<file path="src/pd_defs.svh">
`ifndef PD_DEFS_SVH
`define PD_DEFS_SVH
`define CLK_KHZ     10000
`define TRANS_MS    500
`define RSP_WAIT_MS 300
`define TMR_W       23
`define RETRY_LIMIT 2'h3
`define RETRY_ZERO  2'h0
`define FN_NONE     8'h00
`define FN_FIRST    8'h01
`define FN_LAST     8'hFF
`define MAX_DL_SIZE 16'h0400
`define SEQ_SW      8'h00
`define SEQ_ENV     8'h01
`define OWN_ENV     8'h00
`define RES_FAIL    8'h00
`define RES_OK      8'h01
`define NOTIFY_LEN  16'h0001
`define CMD_NOTIFY  8'h01
`endif

</file>
<file path="src/pd_pkg.sv">
package pd_pkg;
   typedef struct packed {
      logic [7:0]  frame_number;
      logic        fcc_ok;
      logic [15:0] data_size;
      logic [31:0] maker;
      logic [7:0]  env_id;
      logic        sw_same;
      logic        last;
   } rsp_t;
   typedef struct packed {
      logic [7:0] frame_number;
      logic [7:0] seq;
   } req_t;
   typedef struct packed {
      logic [7:0]  command_code;
      logic [15:0] length;
      logic [7:0]  first_payload_byte;
   } notify_t;
   typedef enum logic [2:0] {
      ST_IDLE   = 3'b000,
      ST_TRANS  = 3'b001,
      ST_SEND   = 3'b010,
      ST_WAIT   = 3'b011,
      ST_NOTIFY = 3'b100
   } state_t;
endpackage

</file>
<file path="src/program_download_sequencer.sv">
`timescale 1ns/100ps
`include "pd_defs.svh"
module program_download_sequencer #(
   parameter int TRANS_CYCLES = `TRANS_MS * `CLK_KHZ,
   parameter int RSP_CYCLES   = `RSP_WAIT_MS * `CLK_KHZ,
   parameter logic [15:0] MAX_DOWNLOAD_SIZE = `MAX_DL_SIZE
) (
   // Clock and reset
   input  wire logic            mclk_i,
   input  wire logic            srst_i,
   // Control
   input  wire logic            start_i,
   input  wire logic            peer_flag_i,
   input  wire logic            retain_flag_i,
   input  wire logic [31:0]     maker_code_i,
   // Parsed response
   input  wire logic            rsp_valid_i,
   input  wire pd_pkg::rsp_t    rsp_i,
   // Request out
   output logic                 req_valid_o,
   output pd_pkg::req_t         req_o,
   // Completion notification out
   output logic                 notify_valid_o,
   output pd_pkg::notify_t      notify_o,
   // Status
   output logic                 err_o,
   output logic                 discard_o,
   output logic                 busy_o
);
   pd_pkg::state_t    state;
   logic [1:0]        retries;
   logic [7:0]        cur_fn;
   logic [7:0]        cur_seq;
   logic              sw_same_held;
   logic              ok_flag;
   logic              tmr_exp;
   logic              tmr_load;
   logic [`TMR_W-1:0] tmr_count;
   logic              in_wait;
   logic              fn_bad;
   logic              fail;
   logic              data_bad;
   logic              good;

   always_comb begin
      tmr_load  = 1'b0;
      tmr_count = `TMR_W'(RSP_CYCLES);
      if (state == pd_pkg::ST_IDLE && start_i) begin
         tmr_load  = 1'b1;
         tmr_count = `TMR_W'(TRANS_CYCLES);
      end else if (state == pd_pkg::ST_SEND) begin
         tmr_load = 1'b1;
      end
   end

   wait_timer u_timer (
      .mclk_i    (mclk_i),
      .srst_i    (srst_i),
      .load_i    (tmr_load),
      .count_i   (tmr_count),
      .expired_o (tmr_exp)
   );

   always_comb begin
      in_wait  = (state == pd_pkg::ST_WAIT);
      fn_bad   = (rsp_i.frame_number != `FN_NONE) && (rsp_i.frame_number != cur_fn);
      fail     = in_wait && (tmr_exp || (rsp_valid_i && (!rsp_i.fcc_ok || fn_bad)));
      data_bad = in_wait && rsp_valid_i && !fail &&
                 ((rsp_i.data_size > MAX_DOWNLOAD_SIZE) ||
                  (rsp_i.maker != maker_code_i) ||
                  ((cur_seq == `SEQ_ENV) && (rsp_i.env_id != `OWN_ENV)));
      good     = in_wait && rsp_valid_i && !fail && !data_bad;
   end

   always_ff @(posedge mclk_i) begin
      if (srst_i) begin
         state <= pd_pkg::ST_IDLE;
      end else begin
         case (state)
            pd_pkg::ST_IDLE: begin
               if (start_i) begin
                  state <= (peer_flag_i && retain_flag_i) ? pd_pkg::ST_TRANS : pd_pkg::ST_SEND;
               end
            end
            pd_pkg::ST_TRANS: begin
               if (tmr_exp) begin
                  state <= pd_pkg::ST_SEND;
               end
            end
            pd_pkg::ST_SEND: begin
               state <= pd_pkg::ST_WAIT;
            end
            pd_pkg::ST_WAIT: begin
               if (fail) begin
                  state <= (retries == `RETRY_LIMIT) ? pd_pkg::ST_NOTIFY : pd_pkg::ST_SEND;
               end else if (data_bad) begin
                  state <= pd_pkg::ST_NOTIFY;
               end else if (good) begin
                  if ((cur_seq == `SEQ_ENV && sw_same_held) || (cur_seq > `SEQ_ENV && rsp_i.last)) begin
                     state <= pd_pkg::ST_NOTIFY;
                  end else begin
                     state <= pd_pkg::ST_SEND;
                  end
               end
            end
            pd_pkg::ST_NOTIFY: begin
               state <= pd_pkg::ST_IDLE;
            end
            default: begin
               state <= pd_pkg::ST_IDLE;
            end
         endcase
      end
   end

   // Retry count per frame
   always_ff @(posedge mclk_i) begin
      if (srst_i || state == pd_pkg::ST_IDLE) begin
         retries <= `RETRY_ZERO;
      end else if (good) begin
         retries <= `RETRY_ZERO;
      end else if (fail && retries != `RETRY_LIMIT) begin
         retries <= retries + 2'h1;
      end
   end

   // Frame and sequence numbering; retransmits keep both
   always_ff @(posedge mclk_i) begin
      if (srst_i || state == pd_pkg::ST_IDLE) begin
         cur_fn  <= `FN_FIRST;
         cur_seq <= `SEQ_SW;
      end else if (good) begin
         cur_fn  <= (cur_fn == `FN_LAST) ? `FN_FIRST : cur_fn + 8'h01;
         cur_seq <= cur_seq + 8'h01;
      end
   end

   always_ff @(posedge mclk_i) begin
      if (srst_i || state == pd_pkg::ST_IDLE) begin
         sw_same_held <= 1'b0;
      end else if (good && cur_seq == `SEQ_SW) begin
         sw_same_held <= rsp_i.sw_same;
      end
   end

   always_ff @(posedge mclk_i) begin
      if (srst_i || state == pd_pkg::ST_IDLE) begin
         ok_flag <= 1'b0;
      end else if (good) begin
         ok_flag <= 1'b1;
      end else if (fail || data_bad) begin
         ok_flag <= 1'b0;
      end
   end

   always_ff @(posedge mclk_i) begin
      if (srst_i) begin
         req_valid_o <= 1'b0;
         req_o       <= '0;
      end else begin
         req_valid_o <= (state == pd_pkg::ST_SEND);
         req_o       <= '{frame_number: cur_fn, seq: cur_seq};
      end
   end

   always_ff @(posedge mclk_i) begin
      if (srst_i) begin
         notify_valid_o <= 1'b0;
         notify_o       <= '0;
      end else begin
         notify_valid_o <= (state == pd_pkg::ST_NOTIFY);
         notify_o       <= '{command_code: `CMD_NOTIFY, length: `NOTIFY_LEN,
                             first_payload_byte: ok_flag ? `RES_OK : `RES_FAIL};
      end
   end

   // Error indicator holds until the next start; set wins
   always_ff @(posedge mclk_i) begin
      if (srst_i) begin
         err_o <= 1'b0;
      end else if (data_bad || (fail && retries == `RETRY_LIMIT)) begin
         err_o <= 1'b1;
      end else if (state == pd_pkg::ST_IDLE && start_i) begin
         err_o <= 1'b0;
      end
   end

   always_ff @(posedge mclk_i) begin
      if (srst_i) begin
         discard_o <= 1'b0;
         busy_o    <= 1'b0;
      end else begin
         discard_o <= data_bad;
         busy_o    <= (state != pd_pkg::ST_IDLE) || start_i;
      end
   end

   logic [`TMR_W-1:0] trans_cnt;
   always_ff @(posedge mclk_i) begin
      if (srst_i || state != pd_pkg::ST_TRANS) begin
         trans_cnt <= '0;
      end else if (trans_cnt != '1) begin
         trans_cnt <= trans_cnt + `TMR_W'(1);
      end
   end

   AST_TRANS_MIN: assert property (@(posedge mclk_i) disable iff (srst_i)
      (state == pd_pkg::ST_TRANS && tmr_exp) |-> (trans_cnt >= `TMR_W'(TRANS_CYCLES)))
      else $error("transition wait too short");
   AST_TRANS_ENTRY: assert property (@(posedge mclk_i) disable iff (srst_i)
      (state == pd_pkg::ST_IDLE && start_i && peer_flag_i && retain_flag_i) |=> state == pd_pkg::ST_TRANS)
      else $error("transition wait skipped");
   AST_TIMEOUT_FAIL: assert property (@(posedge mclk_i) disable iff (srst_i)
      (in_wait && tmr_exp && retries != `RETRY_LIMIT) |=> state == pd_pkg::ST_SEND ##1 req_valid_o)
      else $error("timeout did not retransmit");
   AST_ERR_HOLD: assert property (@(posedge mclk_i) disable iff (srst_i)
      (err_o && !(state == pd_pkg::ST_IDLE && start_i)) |=> err_o)
      else $error("error indicator dropped");
   AST_RETRY_SAME_FN: assert property (@(posedge mclk_i) disable iff (srst_i)
      (fail && retries != `RETRY_LIMIT) |-> ##2 req_valid_o && req_o.frame_number == $past(cur_fn, 2))
      else $error("retransmit changed frame number");
   AST_RETRY_LIMIT: assert property (@(posedge mclk_i) disable iff (srst_i)
      (fail && retries == `RETRY_LIMIT) |=> err_o ##1 notify_valid_o && notify_o.first_payload_byte == `RES_FAIL)
      else $error("retry limit not enforced");
   AST_FN_BAD: assert property (@(posedge mclk_i) disable iff (srst_i)
      (in_wait && rsp_valid_i && rsp_i.frame_number != `FN_NONE && rsp_i.frame_number != cur_fn) |=> !discard_o && !ok_flag)
      else $error("wrong frame number accepted");
   AST_DATA_BAD: assert property (@(posedge mclk_i) disable iff (srst_i)
      (in_wait && rsp_valid_i && !fail && (rsp_i.data_size > MAX_DOWNLOAD_SIZE || rsp_i.maker != maker_code_i))
      |=> discard_o && err_o && state == pd_pkg::ST_NOTIFY)
      else $error("bad download data not discarded");
   AST_SKIP: assert property (@(posedge mclk_i) disable iff (srst_i)
      (good && cur_seq == `SEQ_ENV && sw_same_held) |=> ##1 notify_valid_o && notify_o.first_payload_byte == `RES_OK)
      else $error("skip did not notify success");
   AST_NOTIFY_LEN: assert property (@(posedge mclk_i) disable iff (srst_i)
      notify_valid_o |-> notify_o.length == `NOTIFY_LEN && notify_o.command_code == `CMD_NOTIFY)
      else $error("bad notification length");
   AST_RETRY_CLR: assert property (@(posedge mclk_i) disable iff (srst_i)
      good |=> retries == `RETRY_ZERO)
      else $error("retry count not cleared");

   COV_RETRY: cover property (@(posedge mclk_i) disable iff (srst_i) fail ##[1:50] good);
   COV_EXHAUST: cover property (@(posedge mclk_i) disable iff (srst_i) fail && retries == `RETRY_LIMIT);
   COV_SKIP: cover property (@(posedge mclk_i) disable iff (srst_i) good && cur_seq == `SEQ_ENV && sw_same_held);
   COV_FULL: cover property (@(posedge mclk_i) disable iff (srst_i)
      notify_valid_o && notify_o.first_payload_byte == `RES_OK && !sw_same_held);
endmodule // program_download_sequencer

</file>
<file path="src/wait_timer.sv">
`timescale 1ns/100ps
`include "pd_defs.svh"
module wait_timer (
   // Clock and reset
   input  wire logic              mclk_i,
   input  wire logic              srst_i,
   // Control
   input  wire logic              load_i,
   input  wire logic [`TMR_W-1:0] count_i,
   // Status
   output logic                   expired_o
);
   logic [`TMR_W-1:0] cnt;
   logic              run;

   always_ff @(posedge mclk_i) begin
      if (srst_i) begin
         cnt <= '0;
         run <= 1'b0;
      end else if (load_i) begin
         cnt <= count_i - `TMR_W'(1);
         run <= 1'b1;
      end else if (run) begin
         if (cnt == '0) begin
            run <= 1'b0;
         end else begin
            cnt <= cnt - `TMR_W'(1);
         end
      end
   end

   always_ff @(posedge mclk_i) begin
      if (srst_i) begin
         expired_o <= 1'b0;
      end else begin
         expired_o <= !load_i && run && (cnt == '0);
      end
   end
endmodule // wait_timer

</file>
<file path="config.mk">
export PLATFORM = sky130hd
export DESIGN_NAME = program_download_sequencer
export DESIGN_NICKNAME = d
export VERILOG_FILES = /design/src/pd_pkg.sv /design/src/program_download_sequencer.sv /design/src/wait_timer.sv
export VERILOG_INCLUDE_DIRS = /design/src /design/src/src
export SDC_FILE = /design/constraint.sdc
export NUM_CORES = 1
export LEC_CHECK = 0
export ABC_AREA = 0
export BUFFER_PORTS_ARGS = -buffer_cell sky130_fd_sc_hd__buf_2
export CORE_ASPECT_RATIO = 0.6
export CORE_MARGIN = 2
export CORE_UTILIZATION = 45
export CTS_CLUSTER_DIAMETER = 200
export DETAILED_ROUTE_END_ITERATION = 16
export GPL_TIMING_DRIVEN = 1
export HOLD_SLACK_MARGIN = 0.06
export PLACE_DENSITY_LB_ADDON = 0.3
export SLEW_MARGIN = 20
export SYNTH_ARGS = -nofsm -noshare
export SYNTH_HDL_FRONTEND = slang
export SYNTH_SLANG_ARGS = --single-unit
</file>
<file path="constraint.sdc">
create_clock -name mclk_i -period 2.7 [get_ports mclk_i]
set_input_delay 0.135 -clock mclk_i [delete_from_list [all_inputs] [get_ports mclk_i]]
set_output_delay 0.135 -clock mclk_i [all_outputs]
set_load 0.05 [all_outputs]
</file>
# Yosys cells after proc, flatten, opt, wreduce, memory -nomap -nowiden
# Cells that the tools add are included.
# classes
n_addsub	5
magnitude_cmp	2
n_eq_ne	14
mux	25
n_reduce_logical	42
# op_table
cell	count
2-to-1 mux 23 bit	4
subtractor 23 x 1 -> 23 bit, second input constant	2
inequality test 32 bit	1
2-to-1 mux 25 bit	1
logical NOT 23 bit	1
2-to-1 mux 3 bit	7
logical AND 1 bit	17
adder 8 x 1 -> 8 bit, second input constant	2
> comparator 16 x 11 -> 1 bit, second input constant	1
nonzero test 8 bit	2
one-hot mux 3 bit (4 select lines)	1
2-to-1 mux 1 bit	10
logical OR 1 bit	9
equality test 8 x 1 -> 1 bit, second input constant	1
equality test 8 bit, second input constant	1
> comparator 8 x 1 -> 1 bit, second input constant	1
logical NOT 8 bit	1
2-to-1 mux 8 bit	1
inequality test 8 bit	1
equality test 3 x 2 -> 1 bit, second input constant	2
nonzero test 2 bit	3
logical NOT 1 bit	4
inequality test 2 x 1 -> 1 bit, second input constant	2
inequality test 2 bit, second input constant	2
other kinds (11)	11
# totals
ff_bits	101
inputBits	105
output_inout_bits	53
wordCells	107

# Depth between registers and ports, before layout
# depth
ltp_word	15
depth_mapped	12
ltp_nobuf	10

# Hierarchy
# A second synthesis with hierarchy kept.
# unflattened
cells_unflattened	541
area_unflattened_um2	4558.1
# modules_own_cells
module	instances	cells_per_inst	area_each_um2	seq_area_each_um2
program_download_sequencer	1	310	2660.1	920.9
wait_timer	1	231	1898.1	500.5

# Least setup slack after synthesis
# No wires, ideal clock.
# synth_path
kind	register to register
startpoint	register state[2]
endpoint	register u_timer.cnt[22]
setup_ps	135
arrival_ps	2478
required_ps	2565
setup_slack_ps	87
stages_incl_launch_ff	13
path_buffers	2
period_less_slack_ps	2613
cell_sequence	dfxtp_1 -> clkbuf_1 -> nor2_1 -> nand2_1 -> clkbuf_1 -> nand2_1 -> ha_1 -> nor4b_1 -> o2111ai_1 -> a2111oi_1 -> a21oi_1 -> o211ai_1 -> o211ai_1
# synth_between
elab_chain_len	5
elab_cells_between_ends	11
classes_between	add/sub: 1; eq/ne: 2; mux: 4; reduce/logical: 4
# synth_rtl
element	line_no	text
from (decl)	program_download_sequencer.sv:30	pd_pkg::state_t state;
from (signal assigned)	program_download_sequencer.sv:77	state <= pd_pkg::ST_IDLE;
from (signal assigned)	program_download_sequencer.sv:82	state <= (peer_flag_i && retain_flag_i) ? pd_pkg::ST_TRANS : pd_pkg::ST_SEND;
from (signal assigned)	program_download_sequencer.sv:87	state <= pd_pkg::ST_SEND;
logical NOT 3 bit / equality test 3 x 2 -> 1 bit (equally long branches)	program_download_sequencer.sv:48, program_download_sequencer.sv:51	
logical AND 1 bit / 2-to-1 mux 1 bit (equally long branches)	program_download_sequencer.sv:48, program_download_sequencer.sv:51	
2-to-1 mux 23 bit / 2-to-1 mux 1 bit (equally long branches)	program_download_sequencer.sv:48	if (state == pd_pkg::ST_IDLE && start_i) begin
subtractor 23 x 1 -> 23 bit, or another cell as far along	wait_timer.sv:21	cnt <= count_i - `TMR_W'(1);
2-to-1 mux 23 bit / AND reduction 2 bit (equally long branches)	n/a	
to (signal assigned)	wait_timer.sv:21	
to (signal assigned)	wait_timer.sv:27	cnt <= cnt - `TMR_W'(1);
to (decl)	wait_timer.sv:13	logic [`TMR_W-1:0] cnt;
# Several ways; a longest one is shown, not always the timed one.
# A chain may end at the register's enable or synchronous reset.

# Worst setup path in the final report
# layout_path
startpoint	register state[0]
endpoint	register u_timer.cnt[22]
# Same word-level chain as after synthesis.

==> flow_metrics.py <==
metrics = {
    "outcome": {
        "outcome": "finished, final reports clean",
    },
    "global_routing": {
        "grt_pass1_vias": 3900,
        "grt_max_degree": 35,
        "grt_use_total_pct": 24.5,
        "grt_pass1_wl_mm": 19.6,
        "overflow": 0,
        "antenna_found_initial": 2,
    },
    "detailed_routing": {
        "ant_nets": 0,
        "drt_first_pass_iters": 5,
        "detail_route.wl_per_cell_um": 15.9,
        "drc": 0,
        "drtIter0Drc": 398,
        "routed_wl_mm": 12.3,
        "num_vias": 4245,
        "via_per_inst": 5.50,
    },
    "finish": {
        "fin_cells": 772,
        "final_common_cell": "buf_2",
        "drive_gt1_share_pct": 30.5,
        "design_area_mm2": 0.00536,
        "layout.cells.most_common_list": "buf_2, dfxtp_1, xnor2_1, nor2_1, nand2_1",
        "fin_nets": 746,
        "syn_to_final_growth_pct": 26.9,
    },
    "floorplanning": {
        "start_util_pct": 46.2,
        "die_area_mm2": 0.0102,
        "rows": 27,
        "num_io_pins": 158,
        "dieHeight_um": 79.1,
        "fp.dieW_um": 129,
        "coreArea_mm2": 0.00916,
    },
    "sta": {
        "hold_viol": 0,
        "max_freq_mhz": 418,
        "slew_viol_final": 0,
        "worstMarginPinSlew_ps": 1030,
        "setup_viol": 0,
        "finClkSkew_ps": 6.33,
        "grt_setup_unrepaired": "no",
        "relSlewSlack_pct": 31.3,
        "fin_crit_ps": 2390,
        "worst_slack_ps": 306,
        "timing.final.crit_share_pct": 88.6,
        "tns_ps": 0,
        "hold_ws_ps": 99.2,
    },
    "critical_path": {
        "r2r_cells": 10,
        "path_class": "flop to flop",
        "path_cells": "nor2_1 -> nand2_1 -> nand2_1 -> ha_1 -> nor4b_1 -> o2111ai_1 -> a2111oi_2 -> a21oi_1 -> o211ai_1 -> o211ai_1",
        "cp_max_fo": 6,
        "max_stage_delay_ps": 390,
        "worstReg2RegEnd": "u_timer.cnt[22]",
        "crit_required_ps": 2910,
        "path_delay_family": "compound AO/OA/AOI/OAI gates",
        "crit_slowest_cell": "a2111oi_2",
        "worstSetupEndpointType": "flop",
        "rr_startpoint": "state[0]",
        "startpoint_type": "flop",
        "crit_arrival_ps": 2610,
        "cp_num_buf_inv": 0,
        "rrSetupSlack_ps": 310,
    },
    "logic_synthesis": {
        "syn_inst": 496,
        "ys.flop_type": "dfxtp_1",
        "avgSynthCellArea_um2": 8.52,
        "yosysWarnings": 0,
        "synth_seq_cells": 71,
        "syn_area_mm2": 0.00423,
        "seq_area_frac_synth_pct": 33.6,
        "synth_cell_types": 71,
        "synthArstFlopShare_pct": 0,
        "synth-edff-count": 0,
    },
    "job": {
        "cap_violations": 0,
    },
    "clock_network": {
        "path_clk_slew_ps": 60,
        "cts_buffers": 9,
        "post-cts-setup-buffers": 0,
        "cts_buffer_depth": 2,
        "htree_num_levels": 3,
        "cts.sinks": 71,
        "clock_latency_ps": 340,
        "cts_tree": "yes",
        "clockRootBuffer": "clkbuf_16",
    },
    "place": {
        "post_dp_cell_area_mm2": 0.00496,
        "pre_cts_ws_ps": 265,
        "hpwl_mm": 9.56,
        "dp_cells": 752,
        "globalplace.congestion": 0.943,
        "portBuffers": 128,
    },
    "worst_hold_path": {
        "hp-class": "primary input to flop",
        "whs_path_depth": 3,
        "holdCritStartpoint": "rsp_valid_i",
        "hold_end": "discard_o",
    },
    "power_and_ir_drop": {
        "peakVddDrop_v": 0.000307,
        "clockPowerShare_pct": 42.6,
        "p_leak_uw": 0.00218,
        "p_comb_share_pct": 23.3,
        "internal_power_uw": 2410,
        "switching_power_uw": 1060,
        "swShare_pct": 30.5,
        "p_seq_share_pct": 34.1,
        "power_density_mw_per_mm2": 648,
    },
}
-- state kept, by name, indices dropped and copies added, names as in the netlist, 2 cells and up --
register	flops
cur_fn	8
cur_seq	8
notify_o	2
req_o	16
retries	2
state	3
u_timer.cnt	23
-- area by class of cell --
class,instances,area (um2)
diodes,2,5.00
clock buffers,9,225
clock inverters,7,145
fillers,818,3790
inverters,8,30.0
multi-input cells,394,2550
flip-flops and latches,71,1420
well taps,130,163
repair buffers,151,818
-- power groups by stage --
| stage | Clock [uW] | Sequential (uW) | Combinational [uW] |
|---|---|---|---|
| finish | 1480 | 1180 | 810 |
| global route | 1530 | 1190 | 882 |
| CTS | 1490 | 1180 | 796 |
| detailed placement | 0 | 1200 | 789 |
| global placement | 0 | 1200 | 777 |
| floorplan | 0 | 1200 | 559 |
-- what timing repair did --
item	4_1_cts	5_1_grt
endpoints found under the hold margin	2	0
setup endpoints to repair	0	1
hold buffers	2	0
gates resized for setup	0	1
-- per-stage QoR --
stage / power (uW) / util [%]
after floorplan: 1760 / -
after global placement: 1980 / 54.2
after detailed placement: 1990 / 54.2
after CTS: 3460 / 58.5
after global routing: 3600 / 58.6
final: 3470 / 58.6
-- cells in the mapped netlist (8+ instances only) --
cell | instances | area share [%]
a21oi_1 | 30 | 3.6
buf_4 | 30 | 5.3
clkbuf_1 | 15 | 1.3
dfxtp_1 | 71 | 34
inv_1 | 8 | 0.71
nand2_1 | 35 | 3.1
nand3_1 | 15 | 1.8
nand4_1 | 15 | 2.2
nor2_1 | 43 | 3.8
nor2b_1 | 16 | 2.4
nor3_1 | 16 | 1.9
nor4_1 | 11 | 1.6
o21ai_0 | 12 | 1.4
xnor2_1 | 45 | 9.3
-- metal layers --
metal	track usage [%]	share of wire, %	vias up
met5	0	0	-
met4	7.83	1.4	0
met3	4.99	8.5	18
met2	37.6	43	217
met1	34.6	47	1976
li1	-	-	2034
-- worst register-to-register path, cell delays in order (launching register included) --
cell       delay [ps]
dfxtp_1           310
nor2_1            170
nand2_1           160
nand2_1           110
ha_1              230
nor4b_1           250
o2111ai_1         270
a2111oi_2         390
a21oi_1           120
o211ai_1          160
o211ai_1          110
-- worst max path at each step --
stage,to,slack [ps],depth (start not counted),from
global route,u_timer.cnt[22],80,10,state[0]
detailed placement,u_timer.cnt[22],260,10,state[0]
floorplan,u_timer.cnt[22],90,12,state[2]
CTS,u_timer.cnt[22],250,10,state[0]
global placement,cur_fn[7],300,7,rsp_i[48]
finish,u_timer.cnt[22],310,10,state[0]
-- logic make-up (layout without fill, tap and decap cells) --
kind of cell / Yosys count / after routing / synth area share, %
AO/OA/AOI/OAI: 99 / 99 / 16.8
XOR/XNOR: 52 / 52 / 10.8
flip-flops: 71 / 71 / 33.6
other: 1 / 31 / 0.0888
adder cells (fa/ha/maj): 6 / 6 / 1.78
buffers and inverters: 59 / 175 / 8.53
AND/OR/NAND/NOR: 202 / 202 / 26.9
multiplexers: 6 / 6 / 1.48
Power figures use the tool's default switching activity.
